==> src/include/celf_regs.svh <==
// Purpose: constants of the coincidence list framer
// Assumes: byte offsets on a 32-bit register port
// Notes: all timing counts derive from the core clock rate
`ifndef CELF_REGS_SVH
`define CELF_REGS_SVH
`define CELF_A_CTRL 6'h00
`define CELF_A_POL 6'h04
`define CELF_A_ANY 6'h08
`define CELF_A_START 6'h0C
`define CELF_A_WIN 6'h10
`define CELF_A_TMO 6'h14
`define CELF_A_DEP0 6'h18
`define CELF_A_RTCLO 6'h28
`define CELF_A_RTCHI 6'h2C
`define CELF_A_STAT 6'h30
`define CELF_C_RUN 0
`define CELF_C_COINC 1
`define CELF_C_RED 2
`define CELF_C_VEN 4
`define CELF_C_VNEG 5
`define CELF_C_VEND 6
`define CELF_C_RTC 7
`define CELF_C_REXT 8
`define CELF_WIN_RST 16'h0032
`define CELF_TMO_RST 16'h0FA0
`define CELF_TMR_HI 16'h4000
`define CELF_SYNC 32'hFFFFFFFF
`define CELF_FILL 16'hFFFF
`define CELF_EB_FILL 31
`define CELF_EB_RTC 28
`define CELF_MS_NS 1000000
`define CELF_CLK_NS 40
`define CELF_CLK_MHZ 25
`define CELF_RTC_MHZ 20
`endif

==> src/include/celf_pkg.sv <==
// Purpose: types of the coincidence list framer
// Assumes: one clock domain
// Notes: one-hot sequencer states
package celf_pkg;
	// register port request
	typedef struct packed {
		logic [5:0] addr;
		logic [31:0] wrData;
		logic wr;
		logic rd;
	} celf_req_t;
	// list stream word toward the host fifo
	typedef struct packed {
		logic valid;
		logic [31:0] data;
	} celf_word_t;
	// event sequencer
	typedef enum logic [3:0] {
		ST_IDLE = 4'b0001,
		ST_WIN = 4'b0010,
		ST_WAIT = 4'b0100,
		ST_EMIT = 4'b1000
	} celf_st_t;
endpackage

==> src/core/celf_core.sv <==
// Purpose: coincidence event list framer core
// Assumes: converter pins asynchronous, one core clock
// Notes: word stream leaves byte 0 (bits 7:0) first
//
// Added by the designer: the register addresses and the strobed register port.
`timescale 1ns/1ns
`include "celf_regs.svh"
module celf_core #(
	parameter int MS_CYC = `CELF_MS_NS / `CELF_CLK_NS
) (
	// clock and reset
	input wire logic core_clk,
	input wire logic rstn,
	// register port
	input wire celf_pkg::celf_req_t regReq,
	output logic [31:0] regRdData,
	// converter handshake pins
	input wire logic [15:0] conversionReadyIn,
	input wire logic [15:0] busyIn,
	input wire logic [255:0] sampleIn,
	input wire logic vetoInput,
	input wire logic rtcExtClk,
	// list stream toward the host fifo
	output celf_pkg::celf_word_t listOut,
	input wire logic listReady
);
	localparam int NCH = 16;
	////////////////////////////////////////////////////////////////////
	// lowest set channel of a mask
	function automatic logic [3:0] lowIdx(input logic [15:0] m);
		lowIdx = 4'h0;
		for (int i = 15; i >= 0; i--) begin
			if (m[i]) begin
				lowIdx = 4'(i);
			end
		end
	endfunction
	// register offset hit
	function automatic logic hit(input logic [5:0] a, input logic [5:0] o);
		hit = (a == o);
	endfunction
	// last count of the timer reduction
	function automatic logic [9:0] redLimit(input logic [1:0] s);
		redLimit = (s == 2'h0) ? 10'h000 : (s == 2'h1) ? 10'h009 :
			(s == 2'h2) ? 10'h063 : 10'h3E7;
	endfunction
	////////////////////////////////////////////////////////////////////
	// pin synchronisers, two flops each
	logic [15:0] rdyS1_q, rdyS2_q, rdyP_q, bsyS1_q, bsyS2_q, bsyP_q;
	logic [255:0] datS1_q, datS2_q;
	logic vetS1_q, vetS2_q, vetP_q, extS1_q, extS2_q, extP_q;
	// software registers
	logic [8:0] ctrl_q;
	logic [1:0] pol_q;
	logic [16:0] any_q;
	logic [15:0] start_q, win_q, tmo_q;
	logic [16:0] dep_q [4];
	logic [31:0] preLo_q;
	// sequencer state
	celf_pkg::celf_st_t st_q;
	logic [15:0] cnt_q, toc_q, hit_q, done_q, dmask_q, left_q, lo_q;
	logic [15:0] smp_q [NCH];
	logic vetHit_q, fill_q, loHeld_q, needSync_q, tmrPend_q;
	logic [1:0] eph_q, rtcLeft_q;
	logic [47:0] rtc_q, rtcCap_q;
	logic [4:0] acc_q;
	logic [15:0] ms_q;
	logic [9:0] red_q;
	logic [31:0] outWord_q;
	logic outValid_q;
	////////////////////////////////////////////////////////////////////
	// synchroniser chains; the P flops hold the previous active level
	always_ff @(posedge core_clk or negedge rstn) begin
		if (!rstn) begin
			{rdyS1_q, rdyS2_q, bsyS1_q, bsyS2_q} <= 64'h0;
			{datS1_q, datS2_q} <= 512'h0;
			{vetS1_q, vetS2_q, extS1_q, extS2_q} <= 4'h0;
		end else begin
			{rdyS1_q, rdyS2_q} <= {conversionReadyIn, rdyS1_q};
			{bsyS1_q, bsyS2_q} <= {busyIn, bsyS1_q};
			{datS1_q, datS2_q} <= {sampleIn, datS1_q};
			{vetS1_q, vetS2_q} <= {vetoInput, vetS1_q};
			{extS1_q, extS2_q} <= {rtcExtClk, extS1_q};
		end
	end
	// per-signal polarity: ready bit 0, busy bit 1, set means active low
	wire [15:0] rdyAct = rdyS2_q ^ {NCH{pol_q[0]}};
	wire [15:0] bsyAct = bsyS2_q ^ {NCH{pol_q[1]}};
	// rising edge for positive veto, falling for negative
	wire vetAct = vetS2_q ^ ctrl_q[`CELF_C_VNEG];
	wire [15:0] rdyEdge = rdyAct & ~rdyP_q;
	wire [15:0] bsyEdge = bsyAct & ~bsyP_q;
	wire vetEdge = ctrl_q[`CELF_C_VEN] & vetAct & ~vetP_q;
	wire extTick = extS2_q & ~extP_q;
	// previous levels for edge detection
	always_ff @(posedge core_clk or negedge rstn) begin
		if (!rstn) begin
			{rdyP_q, bsyP_q, vetP_q, extP_q} <= 34'h0;
		end else begin
			{rdyP_q, bsyP_q, vetP_q, extP_q} <=
				{rdyAct, bsyAct, vetAct, extS2_q};
		end
	end
	////////////////////////////////////////////////////////////////////
	// control decode
	wire run = ctrl_q[`CELF_C_RUN];
	wire coinc = ctrl_q[`CELF_C_COINC];
	wire rtcOn = ctrl_q[`CELF_C_RTC];
	wire stIdle = (st_q == celf_pkg::ST_IDLE);
	wire stWin = (st_q == celf_pkg::ST_WIN);
	wire stWait = (st_q == celf_pkg::ST_WAIT);
	wire stEmit = (st_q == celf_pkg::ST_EMIT);
	// output slot free, stalls while host fifo is full
	wire advance = !outValid_q || listReady;
	wire fifoFull = outValid_q && !listReady;
	// window opening and membership
	wire [15:0] startHit = bsyEdge & start_q;
	wire openWin = stIdle && run && coinc && (startHit != 16'h0);
	wire [15:0] joinB = openWin ? startHit : (stWin ? bsyEdge : 16'h0);
	// single mode watches ready only; coincidence only busy members
	wire [15:0] capSingle = (stIdle && run && !coinc) ? rdyEdge : 16'h0;
	wire [15:0] capCoin = (stWin || stWait) ? (rdyEdge & hit_q) : 16'h0;
	wire [15:0] capMask = capSingle | capCoin;
	wire goSingle = capSingle != 16'h0;
	// window end: full length, or at once on instant veto
	wire vetNow = stWin && vetEdge && !ctrl_q[`CELF_C_VEND];
	wire winEnd = stWin && ((cnt_q == 16'h0) || vetNow);
	// group evaluation, veto is member bit 16
	wire [16:0] valid = {vetHit_q, done_q};
	wire anyOk = (any_q & valid) != 17'h0;
	logic [3:0] depOk;
	for (genvar g = 0; g < 4; g++) begin : gDep
		assign depOk[g] = (dep_q[g] != 17'h0) &&
			((dep_q[g] & valid) == dep_q[g]);
	end
	wire accept = anyOk || (depOk != 4'h0);
	wire waitDone = stWait && (((hit_q & ~done_q) == 16'h0) ||
		(toc_q == 16'h0));
	wire goEmit = goSingle || (waitDone && accept);
	////////////////////////////////////////////////////////////////////
	// timer words and sync marks
	wire msTick = ms_q == 16'(MS_CYC - 1);
	wire tmrDue = msTick && (red_q == redLimit(ctrl_q[3:2]));
	wire tmrOut = run && tmrPend_q && !stEmit && advance;
	wire syncNeeded = needSync_q || tmrOut;
	// emission phases: 0 sync, 1 event word, 2 half words
	wire halfEmpty = (rtcLeft_q == 2'h0) && !fill_q && (left_q == 16'h0);
	wire [15:0] rtcPart = (rtcLeft_q == 2'h3) ? rtcCap_q[15:0] :
		(rtcLeft_q == 2'h2) ? rtcCap_q[31:16] : rtcCap_q[47:32];
	wire [15:0] nextHw = (rtcLeft_q != 2'h0) ? rtcPart :
		fill_q ? `CELF_FILL : smp_q[lowIdx(left_q)];
	wire emitGo = stEmit && advance;
	wire syncOut = emitGo && (eph_q == 2'h0);
	wire evtOut = emitGo && (eph_q == 2'h1);
	wire halfStep = emitGo && (eph_q == 2'h2) && !halfEmpty;
	wire pairOut = halfStep && loHeld_q;
	wire flushOut = emitGo && (eph_q == 2'h2) && halfEmpty && loHeld_q;
	wire emitEnd = emitGo && (eph_q == 2'h2) && halfEmpty && !loHeld_q;
	wire [31:0] evtWord = {fill_q, 1'b0, 1'b0, rtcOn, 12'h000,
		dmask_q};
	wire wordOut = tmrOut || syncOut || evtOut || pairOut || flushOut;
	// lower channel low, next channel high; live is bit set when idle
	wire [31:0] nextWord = tmrOut ? {`CELF_TMR_HI, ~bsyAct} :
		syncOut ? `CELF_SYNC : evtOut ? evtWord :
		pairOut ? {nextHw, lo_q} : {`CELF_FILL, lo_q};
	////////////////////////////////////////////////////////////////////
	// software register writes
	always_ff @(posedge core_clk or negedge rstn) begin
		if (!rstn) begin
			ctrl_q <= 9'h000;
			pol_q <= 2'h0;
			any_q <= 17'h0;
			start_q <= 16'h0;
			win_q <= `CELF_WIN_RST;
			tmo_q <= `CELF_TMO_RST;
			preLo_q <= 32'h0;
		end else if (regReq.wr) begin
			if (hit(regReq.addr, `CELF_A_CTRL)) ctrl_q <= regReq.wrData[8:0];
			if (hit(regReq.addr, `CELF_A_POL)) pol_q <= regReq.wrData[1:0];
			if (hit(regReq.addr, `CELF_A_ANY)) any_q <= regReq.wrData[16:0];
			if (hit(regReq.addr, `CELF_A_START)) start_q <= regReq.wrData[15:0];
			if (hit(regReq.addr, `CELF_A_WIN)) win_q <= regReq.wrData[15:0];
			if (hit(regReq.addr, `CELF_A_TMO)) tmo_q <= regReq.wrData[15:0];
			if (hit(regReq.addr, `CELF_A_RTCLO)) preLo_q <= regReq.wrData;
		end
	end
	// dependent group registers
	for (genvar g = 0; g < 4; g++) begin : gDepReg
		always_ff @(posedge core_clk or negedge rstn) begin
			if (!rstn) begin
				dep_q[g] <= 17'h0;
			end else if (regReq.wr &&
				hit(regReq.addr, `CELF_A_DEP0 + 6'(4 * g))) begin
				dep_q[g] <= regReq.wrData[16:0];
			end
		end
	end
	// read data, valid only in the cycle after the strobe
	wire [5:0] ra = regReq.addr;
	wire [31:0] rdMux =
		hit(ra, `CELF_A_CTRL) ? {23'h0, ctrl_q} :
		hit(ra, `CELF_A_POL) ? {30'h0, pol_q} :
		hit(ra, `CELF_A_ANY) ? {15'h0, any_q} :
		hit(ra, `CELF_A_START) ? {16'h0, start_q} :
		hit(ra, `CELF_A_WIN) ? {16'h0, win_q} :
		hit(ra, `CELF_A_TMO) ? {16'h0, tmo_q} :
		hit(ra, 6'h18) ? {15'h0, dep_q[0]} :
		hit(ra, 6'h1C) ? {15'h0, dep_q[1]} :
		hit(ra, 6'h20) ? {15'h0, dep_q[2]} :
		hit(ra, 6'h24) ? {15'h0, dep_q[3]} :
		hit(ra, `CELF_A_RTCLO) ? rtc_q[31:0] :
		hit(ra, `CELF_A_RTCHI) ? {16'h0, rtc_q[47:32]} :
		hit(ra, `CELF_A_STAT) ? {st_q, fifoFull, 11'h0, ~bsyAct} : 32'h0;
	always_ff @(posedge core_clk or negedge rstn) begin
		if (!rstn) regRdData <= 32'h0;
		else regRdData <= regReq.rd ? rdMux : 32'h0;
	end
	////////////////////////////////////////////////////////////////////
	// real-time clock: preset on high write, 20 MHz or external steps
	wire [5:0] accSum = {1'b0, acc_q} + 6'(`CELF_RTC_MHZ);
	wire intTick = accSum >= 6'(`CELF_CLK_MHZ);
	wire rtcTick = rtcOn && (ctrl_q[`CELF_C_REXT] ? extTick : intTick);
	always_ff @(posedge core_clk or negedge rstn) begin
		if (!rstn) begin
			rtc_q <= 48'h0;
			acc_q <= 5'h0;
		end else begin
			acc_q <= intTick ? 5'(accSum - 6'(`CELF_CLK_MHZ)) : accSum[4:0];
			if (regReq.wr && hit(regReq.addr, `CELF_A_RTCHI))
				rtc_q <= {regReq.wrData[15:0], preLo_q};
			else if (rtcTick)
				rtc_q <= rtc_q - 48'h1;
		end
	end
	// millisecond base and reduction count
	always_ff @(posedge core_clk or negedge rstn) begin
		if (!rstn) begin
			ms_q <= 16'h0;
			red_q <= 10'h0;
			tmrPend_q <= 1'b0;
			needSync_q <= 1'b1;
		end else begin
			ms_q <= (msTick || !run) ? 16'h0 : ms_q + 16'h1;
			if (msTick) red_q <= tmrDue ? 10'h0 : red_q + 10'h1;
			tmrPend_q <= tmrDue || (tmrPend_q && !tmrOut);
			needSync_q <= tmrOut || (needSync_q && !syncOut);
		end
	end
	////////////////////////////////////////////////////////////////////
	// samples: zero on busy join, value on ready
	for (genvar c = 0; c < NCH; c++) begin : gSmp
		always_ff @(posedge core_clk or negedge rstn) begin
			if (!rstn) smp_q[c] <= 16'h0;
			else if (capMask[c]) smp_q[c] <= datS2_q[16*c +: 16];
			else if (joinB[c]) smp_q[c] <= 16'h0;
		end
	end
	// sequencer
	always_ff @(posedge core_clk or negedge rstn) begin
		if (!rstn) begin
			st_q <= celf_pkg::ST_IDLE;
			{cnt_q, toc_q, hit_q, done_q} <= 64'h0;
			{dmask_q, left_q, lo_q} <= 48'h0;
			{vetHit_q, fill_q, loHeld_q} <= 3'h0;
			{eph_q, rtcLeft_q} <= 4'h0;
			rtcCap_q <= 48'h0;
		end else begin
			hit_q <= hit_q | joinB;
			done_q <= done_q | capCoin;
			if (stWin && vetEdge) vetHit_q <= 1'b1;
			if (cnt_q != 16'h0) cnt_q <= cnt_q - 16'h1;
			if (toc_q != 16'h0) toc_q <= toc_q - 16'h1;
			unique case (st_q)
				celf_pkg::ST_IDLE: begin
					if (openWin) begin
						st_q <= celf_pkg::ST_WIN;
						cnt_q <= win_q;
						toc_q <= tmo_q;
						hit_q <= startHit;
						done_q <= 16'h0;
						vetHit_q <= 1'b0;
						rtcCap_q <= rtc_q;
					end else if (goSingle) begin
						hit_q <= capSingle;
						rtcCap_q <= rtc_q;
					end
				end
				celf_pkg::ST_WIN: begin
					if (winEnd) st_q <= celf_pkg::ST_WAIT;
				end
				celf_pkg::ST_WAIT: begin
					if (waitDone && !accept) st_q <= celf_pkg::ST_IDLE;
				end
				celf_pkg::ST_EMIT: begin
					if (syncOut) eph_q <= 2'h1;
					if (evtOut) eph_q <= 2'h2;
					if (halfStep) begin
						if (rtcLeft_q != 2'h0) rtcLeft_q <= rtcLeft_q - 2'h1;
						else if (fill_q) fill_q <= 1'b0;
						else left_q <= left_q & (left_q - 16'h1);
						lo_q <= nextHw;
						loHeld_q <= !loHeld_q;
					end
					if (flushOut) loHeld_q <= 1'b0;
					if (emitEnd) st_q <= celf_pkg::ST_IDLE;
				end
			endcase
			// load an event for emission, the ready channels in single mode, else every busy member channel with or without data
			if (goEmit) begin
				st_q <= celf_pkg::ST_EMIT;
				dmask_q <= goSingle ? capSingle : hit_q;
				left_q <= goSingle ? capSingle : hit_q;
				fill_q <= goSingle ? ^capSingle : ^hit_q;
				rtcLeft_q <= rtcOn ? 2'h3 : 2'h0;
				eph_q <= syncNeeded ? 2'h0 : 2'h1;
				loHeld_q <= 1'b0;
			end
		end
	end
	// output word register, held while the host fifo is full
	always_ff @(posedge core_clk or negedge rstn) begin
		if (!rstn) begin
			outWord_q <= 32'h0;
			outValid_q <= 1'b0;
		end else begin
			if (wordOut) outWord_q <= nextWord;
			outValid_q <= wordOut || (outValid_q && !listReady);
		end
	end
	assign listOut = {outValid_q, outWord_q};
	////////////////////////////////////////////////////////////////////
	// checks
	AST_HALT_FULL: assert property (@(posedge core_clk) disable iff (!rstn)
		fifoFull |=> outValid_q && $stable(outWord_q))
		else $error("stream moved while full");
	AST_NO_TIMER_IN_EVT: assert property (@(posedge core_clk)
		disable iff (!rstn) stEmit |-> !tmrOut)
		else $error("timer word inside event");
	AST_SYNC_FIRST: assert property (@(posedge core_clk) disable iff (!rstn)
		tmrOut |=> needSync_q && !evtOut)
		else $error("event word without sync");
	AST_EVT_FLAGS: assert property (@(posedge core_clk) disable iff (!rstn)
		evtOut |=> !outWord_q[30] && outWord_q[`CELF_EB_FILL] ==
		^outWord_q[15:0] && outWord_q[`CELF_EB_RTC] == $past(rtcOn))
		else $error("event word flags wrong");
	AST_TIMER_WORD: assert property (@(posedge core_clk) disable iff (!rstn)
		tmrOut |=> outWord_q[31:16] == `CELF_TMR_HI)
		else $error("timer word header wrong");
	AST_START_ONLY: assert property (@(posedge core_clk) disable iff (!rstn)
		stIdle && (startHit == 16'h0) |=> !stWin)
		else $error("window opened without starter");
	AST_WIN_LEN: assert property (@(posedge core_clk) disable iff (!rstn)
		openWin && win_q == 16'h2 && !vetEdge ##1 !vetNow [*2]
		|=> stWin ##1 stWait)
		else $error("window length wrong");
	AST_TIMEOUT: assert property (@(posedge core_clk) disable iff (!rstn)
		stWait && toc_q == 16'h0 |=> !stWait)
		else $error("ready timeout not honoured");
	AST_SINGLE: assert property (@(posedge core_clk) disable iff (!rstn)
		stIdle && run && !coinc && rdyEdge != 16'h0 |=> stEmit
		&& dmask_q == $past(rdyEdge))
		else $error("single conversion not taken");
endmodule

==> config.mk <==
export PLATFORM = sky130hd
export DESIGN_NAME = celf_core
export DESIGN_NICKNAME = d
export VERILOG_FILES = /design/src/include/celf_pkg.sv /design/src/core/celf_core.sv
export VERILOG_INCLUDE_DIRS = /design/src /design/src/include
export SDC_FILE = /design/constraint.sdc
export NUM_CORES = 2
export LEC_CHECK = 0
export BUFFER_PORTS_ARGS = -buffer_cell sky130_fd_sc_hd__buf_2
export CORE_AREA = 2 2 315 317
export DETAILED_ROUTE_END_ITERATION = 8
export DIE_AREA = 0 0 317 319
export PLACE_DENSITY = 0.73
export REMOVE_ABC_BUFFERS = 1
export SYNTH_ARGS = -nofsm -noshare
export SYNTH_HDL_FRONTEND = slang
export SYNTH_SLANG_ARGS = --single-unit
==> constraint.sdc <==
create_clock -name core_clk -period 7.4 [get_ports core_clk]
set_input_delay 1.85 -clock core_clk [delete_from_list [all_inputs] [get_ports core_clk]]
set_output_delay 1.85 -clock core_clk [all_outputs]
set_load 0.01 [all_outputs]
; Word-level counts from Yosys, hierarchy flattened
; Cells that the tools add are included.
[op_classes]
multipliers = 0
shifts = 0
muxes = 133
order_cmp = 2
eq_ne = 34
bitwise = 27
addsub = 9
n_reduce_logical = 124
n_div = 0
[op_table]
columns = op, count
row1 = $mux W16, 60
row2 = $mux W32, 18
row3 = $mux W48, 4
row4 = $and A16 B16 Y16, 6
row5 = $and A17 B17 Y17, 5
row6 = $reduce_bool A17 Y1, 5
row7 = $mux W4, 21
row8 = $eq A17 B17 Y1, 4
row9 = $bmux W16 S4, 1
row10 = $logic_not A16 Y1, 4
row11 = $not A16 Y16, 4
row12 = $reduce_bool A16 Y1, 4
row13 = $or A16 B16 Y16, 3
row14 = $sub A16 B1 Y16 const B, 3
row15 = $sub A48 B1 Y48 const B, 1
row16 = $reduce_bool A2 Y1, 22
row17 = $mux W10, 4
row18 = $logic_and A1 B1 Y1, 38
row19 = $reduce_xor A16 Y1, 2
row20 = $xor A16 B16 Y16, 2
row21 = $eq A6 B6 Y1 const B, 5
row22 = $eq A6 B5 Y1 const B, 4
row23 = $reduce_and A2 Y1, 11
row24 = $mux W2, 9
row25 = other kinds (35), 89
[word_totals]
mem_bits_ro = 0
wordCells = 393
latch_bits = 0
register_bits = 1363
inputBits = 333
out_inout_bits = 65
ramBits = 0
mem_count = 0

; Longest topological paths before layout
[depth]
ltp_word = 26
depth_mapped = 17
ltp_nobuf = 11

; Worst setup path before layout
; OpenSTA, ideal clock, no wires.
[synth_timing]
kind = input to register
startpoint = in regReq[35] (netlist bit)
endpoint = reg win_q[10]
n_path_buf = 1
setup_ns = 0.125
cell_stages = 6
required_ns = 7.275
arrival_time_ns = 3.834
setup_slack_ns = 3.441
path_cell_list = nor3_1 -> nand2_1 -> nor3_1 -> nand2_1 -> buf_2 -> mux2_2
[synth_between]
elab_chain_len = 2
[synth_rtl]
columns = element, line_no
row1 = start: declaration, celf_core.sv:15  ; input wire celf_pkg::celf_req_t regReq,
row2 = $eq A6 B5 Y1, celf_core.sv:40  ; hit = (a == o);
row3 = $reduce_and A2 Y1 (no line), -
row4 = end signal: assignment, celf_core.sv:174  ; win_q <= `CELF_WIN_RST;
row5 = end signal: assignment, celf_core.sv:182  ; if (hit(regReq.addr, `CELF_A_WIN)) win_q <= regReq.wrData[15:0];
row6 = end: declaration, celf_core.sv:56  ; logic [15:0] start_q, win_q, tmo_q;
; No other way between the ends.
; A chain may end at the register's enable or synchronous reset.

; Worst setup path after layout
[layout_timing]
startpoint = reg pol_q[1]
endpoint = reg rtcCap_q[0]
[layout_between]
elab_chain_len = 7
elab_cells_between_ends = 8
cone_classes = mux: 1 / bitwise: 3 / reduce/logical: 4
[layout_rtl]
columns = element, line_no
row1 = start: declaration, celf_core.sv:54  ; logic [1:0] pol_q;
row2 = start signal: assignment, celf_core.sv:179  ; if (hit(regReq.addr, `CELF_A_POL)) pol_q <= regReq.wrData[1:0];
row3 = $xor A16 B16 Y16 (*), celf_core.sv:88  ; wire [15:0] bsyAct = bsyS2_q ^ {NCH{pol_q[1]}};
row4 = named net bsyAct[13], celf_core.sv:88
row5 = $and A16 B16 Y16 (*), celf_core.sv:92  ; wire [15:0] bsyEdge = bsyAct & ~bsyP_q;
row6 = $and A16 B16 Y16 (*), celf_core.sv:117  ; wire [15:0] startHit = bsyEdge & start_q;
row7 = $reduce_bool A16 Y1 (*), celf_core.sv:118  ; wire openWin = stIdle && run && coinc && (startHit != 16'h0);
row8 = $logic_and A1 B1 Y1 (*), celf_core.sv:118
row9 = $reduce_bool A2 Y1 (no line), -
row10 = $reduce_and A2 Y1 (no line), -
row11 = end signal: assignment, celf_core.sv:282  ; rtcCap_q <= rtc_q;
row12 = end signal: assignment, celf_core.sv:285  ; rtcCap_q <= rtc_q;
row13 = end: declaration, celf_core.sv:65  ; logic [47:0] rtc_q, rtcCap_q;
; Mark *: on every way through the listed nets, which the timed path passes. The rest lies on a longest branch.

==> flow_summary.ini <==
[outcome]
status = completed

[synthesis]
ys_dominant_reg_cell = dfrtp_1
yosysWarnings = 0
netlist_instances = 4585
synth_edf_count = 0
synth_area_mm2 = 0.05338
ys_types = 93
ys_ff_latch = 1363
async_flop_share_pct = 100.0
ys_seq_area_share_pct = 63.92
postSynthAreaPerCell_um2 = 11.64

[sta]
rsz0062_at_grt = false
min_period_over_period_pct = 68.55
max_freq_mhz = 197.1
slew_viol_final = 0
slew_headroom_pct = 16.42
setup_viol = 0
worst_slack_ns = 2.327
worst_pin_slew_ns = 1.249
hold_viol = 0
setup_tns_ns = 0
skew_ns = 0.03577
period_needed_ns = 5.073

[drt]
via_count = 38050
wl_per_cell_um = 25.93
via_per_inst = 5.997
antenna_left = 0
drc_errors = 0
dr.pass1.iters = 8
drtIter0Drc = 4539
drt-total-wl_um = 164500

[cells_and_area]
nets = 5301
layout-drive-gt1-share_pct = 19.66
layout_commonest_cell = dfrtp_1
areaGrowthSynthToFinish_pct = 15.01
final_cell_mix = 1,352 x dfrtp_1, 701 x nor2_1, 414 x nand2_1

[clock_network]
post_cts_buffers = 0
cts_buffers = 140
clock-root-buffer = clkbuf_16
clk_pin_slew_ns = 0.06
cts_tree = done
cts_sinks = 1363
cts_buffer_depth = 3
insertion_delay_ns = 0.77
htree_levels = 4
cts_resized = 0
hold_buffers = 0

[setup_path]
worstPathArrival_ns = 5.69
path_delay_family = buffers and inverters
cp.depth = 11
worstPathMaxFanout = 70
worstSetupStartpointType = flop
critPathBufInv = 3
cp_data_required_time_ns = 8.02
cpMaxStageDelayCell = a31oi_4
critical_path_class = reg -> reg
cpMostUsedCell = buf_4
crit_path_max_incr_delay_ns = 0.90
r2r_cells = 11
end_kind = flop
crit_path_cell_trace = buf_4 > xor2_1 > nor2b_1 > a22oi_1 > and4_4 > a31oi_4 > buf_4 > a21oi_4 > buf_4 > nand2_1 > o21ai_0

[floorplanning]
initial_core_util_pct = 54.64
ios = 398
row_count = 115
core-area_mm2 = 0.09770
die-height_um = 319
die_area_mm2 = 0.1011
die_w_um = 317

[hold_path]
whs_path_depth = 0
hp-class = reg -> reg

[power]
power_density_mw_per_mm2 = 299.2
peakVddDrop_uv = 269.0
leakage_uw = 0.02823

[grt]
grt_usage_pct = 33.10
grt_pass1_vias = 38230
grt_pass1_wl_um = 246300
overflow = 0
antenna_found_initial = 5
grt_max_degree = 188

[placement]
pre_cts_ws_ns = 2.535
dp_hpwl_um = 113200
place_congestion = 1.013
numPortBuffers = 397

[run]
maxCapViolCount = 0
==> metrics by stage <==
stage | util [%] | std cells | area, um2 | hold WS, ns | total power [uW]
floorplan | - | 4360 | 52390 | 0.3312 | 9856
global placement | 57.88 | 6090 | 56550 | 0.3320 | 11030
detailed placement | 57.88 | 6090 | 56550 | 0.3347 | 11080
CTS | 62.84 | 6343 | 61390 | 0.3273 | 18400
global route | 62.84 | 6345 | 61400 | 0.3403 | 18970
finish | 62.84 | 6345 | 61400 | 0.3289 | 18370
==> final cells by class <==
type / instances / area (um2)
Fill cell: 7618 / 36300
Sequential cell: 1363 / 34120
Multi-Input combinational cell: 2936 / 18130
Clock buffer: 193 / 3985
Timing Repair Buffer: 443 / 2460
Tap cell: 1287 / 1610
Clock inverter: 60 / 855.8
Inverter: 61 / 229.0
Antenna cell: 2 / 5.005
==> per-layer routing <==
| metal | track usage (%) | vias up | wire length, um |
|---|---|---|---|
| met2 | 50.64 | 1876 | 75810 |
| met3 | 6.639 | 437 | 13940 |
| met1 | 45.35 | 19280 | 65550 |
| met5 | 0 | - | 0 |
| li1 | - | 16460 | - |
| met4 | 16.38 | 0 | 9198 |
==> Yosys cell counts (23+ instances only) <==
cell	number	area, um2
xnor2_1	88	770.7
nand2b_1	27	168.9
or3_1	24	150.1
o21ai_0	153	765.7
nor2_1	701	2631
mux2i_1	167	1672
and2_1	42	262.8
nor3_2	30	300.3
a22oi_1	38	285.3
clkbuf_1	135	506.7
buf_2	57	285.3
nor4_1	45	281.5
nor3_1	207	1036
dfrtp_1	1352	33830
xor2_1	63	551.8
nor2b_1	62	387.9
a21oi_1	209	1046
nand3_1	48	240.2
mux2_2	221	2489
nand2_1	414	1554
inv_1	60	225.2
o22ai_1	49	306.5
ha_1	23	287.8
==> path summary, 6_finish.rpt <==
kind / startpoint / endpoint / slack (ns)
max reg2reg: pol_q[1] / rtcCap_q[0] / 2.33
min reg2reg: datS1_q[175] / datS2_q[175] / 0.33
max: pol_q[1] / rtcCap_q[0] / 2.33
max in group asynchronous: rstn / datS1_q[144] / 4.77
min in group asynchronous: rstn / regRdData[25] / 1.09
min: datS1_q[175] / datS2_q[175] / 0.33
==> power by group <==
group,switching [uW],internal [uW]
registers,556,7980
clock network,3060,4280
logic,1620,880
total,5230,13100
==> logic make-up (layout without fill, tap and decap cells) <==
kind of cell	Yosys count	after routing	synth area share (%)
simple gates	1706	1706	14.93
flops	1363	1363	63.92
compound gates	661	661	7.774
mux	392	392	7.962
buf+inv	286	757	2.287
xor+xnor	154	154	2.590
fa+ha+maj	23	23	0.5391
other cells	0	2	0
==> registers in the layout, indices dropped and copies added (netlist names), 17 cells and up <==
signal     cells
rtc_q         48
smp_q        256
preLo_q       32
datS1_q      256
rtcCap_q      48
regRdData     32
dep_q         68
any_q         17
datS2_q      256
outWord_q     32
No activity file was read; power rests on OpenSTA's default activity.
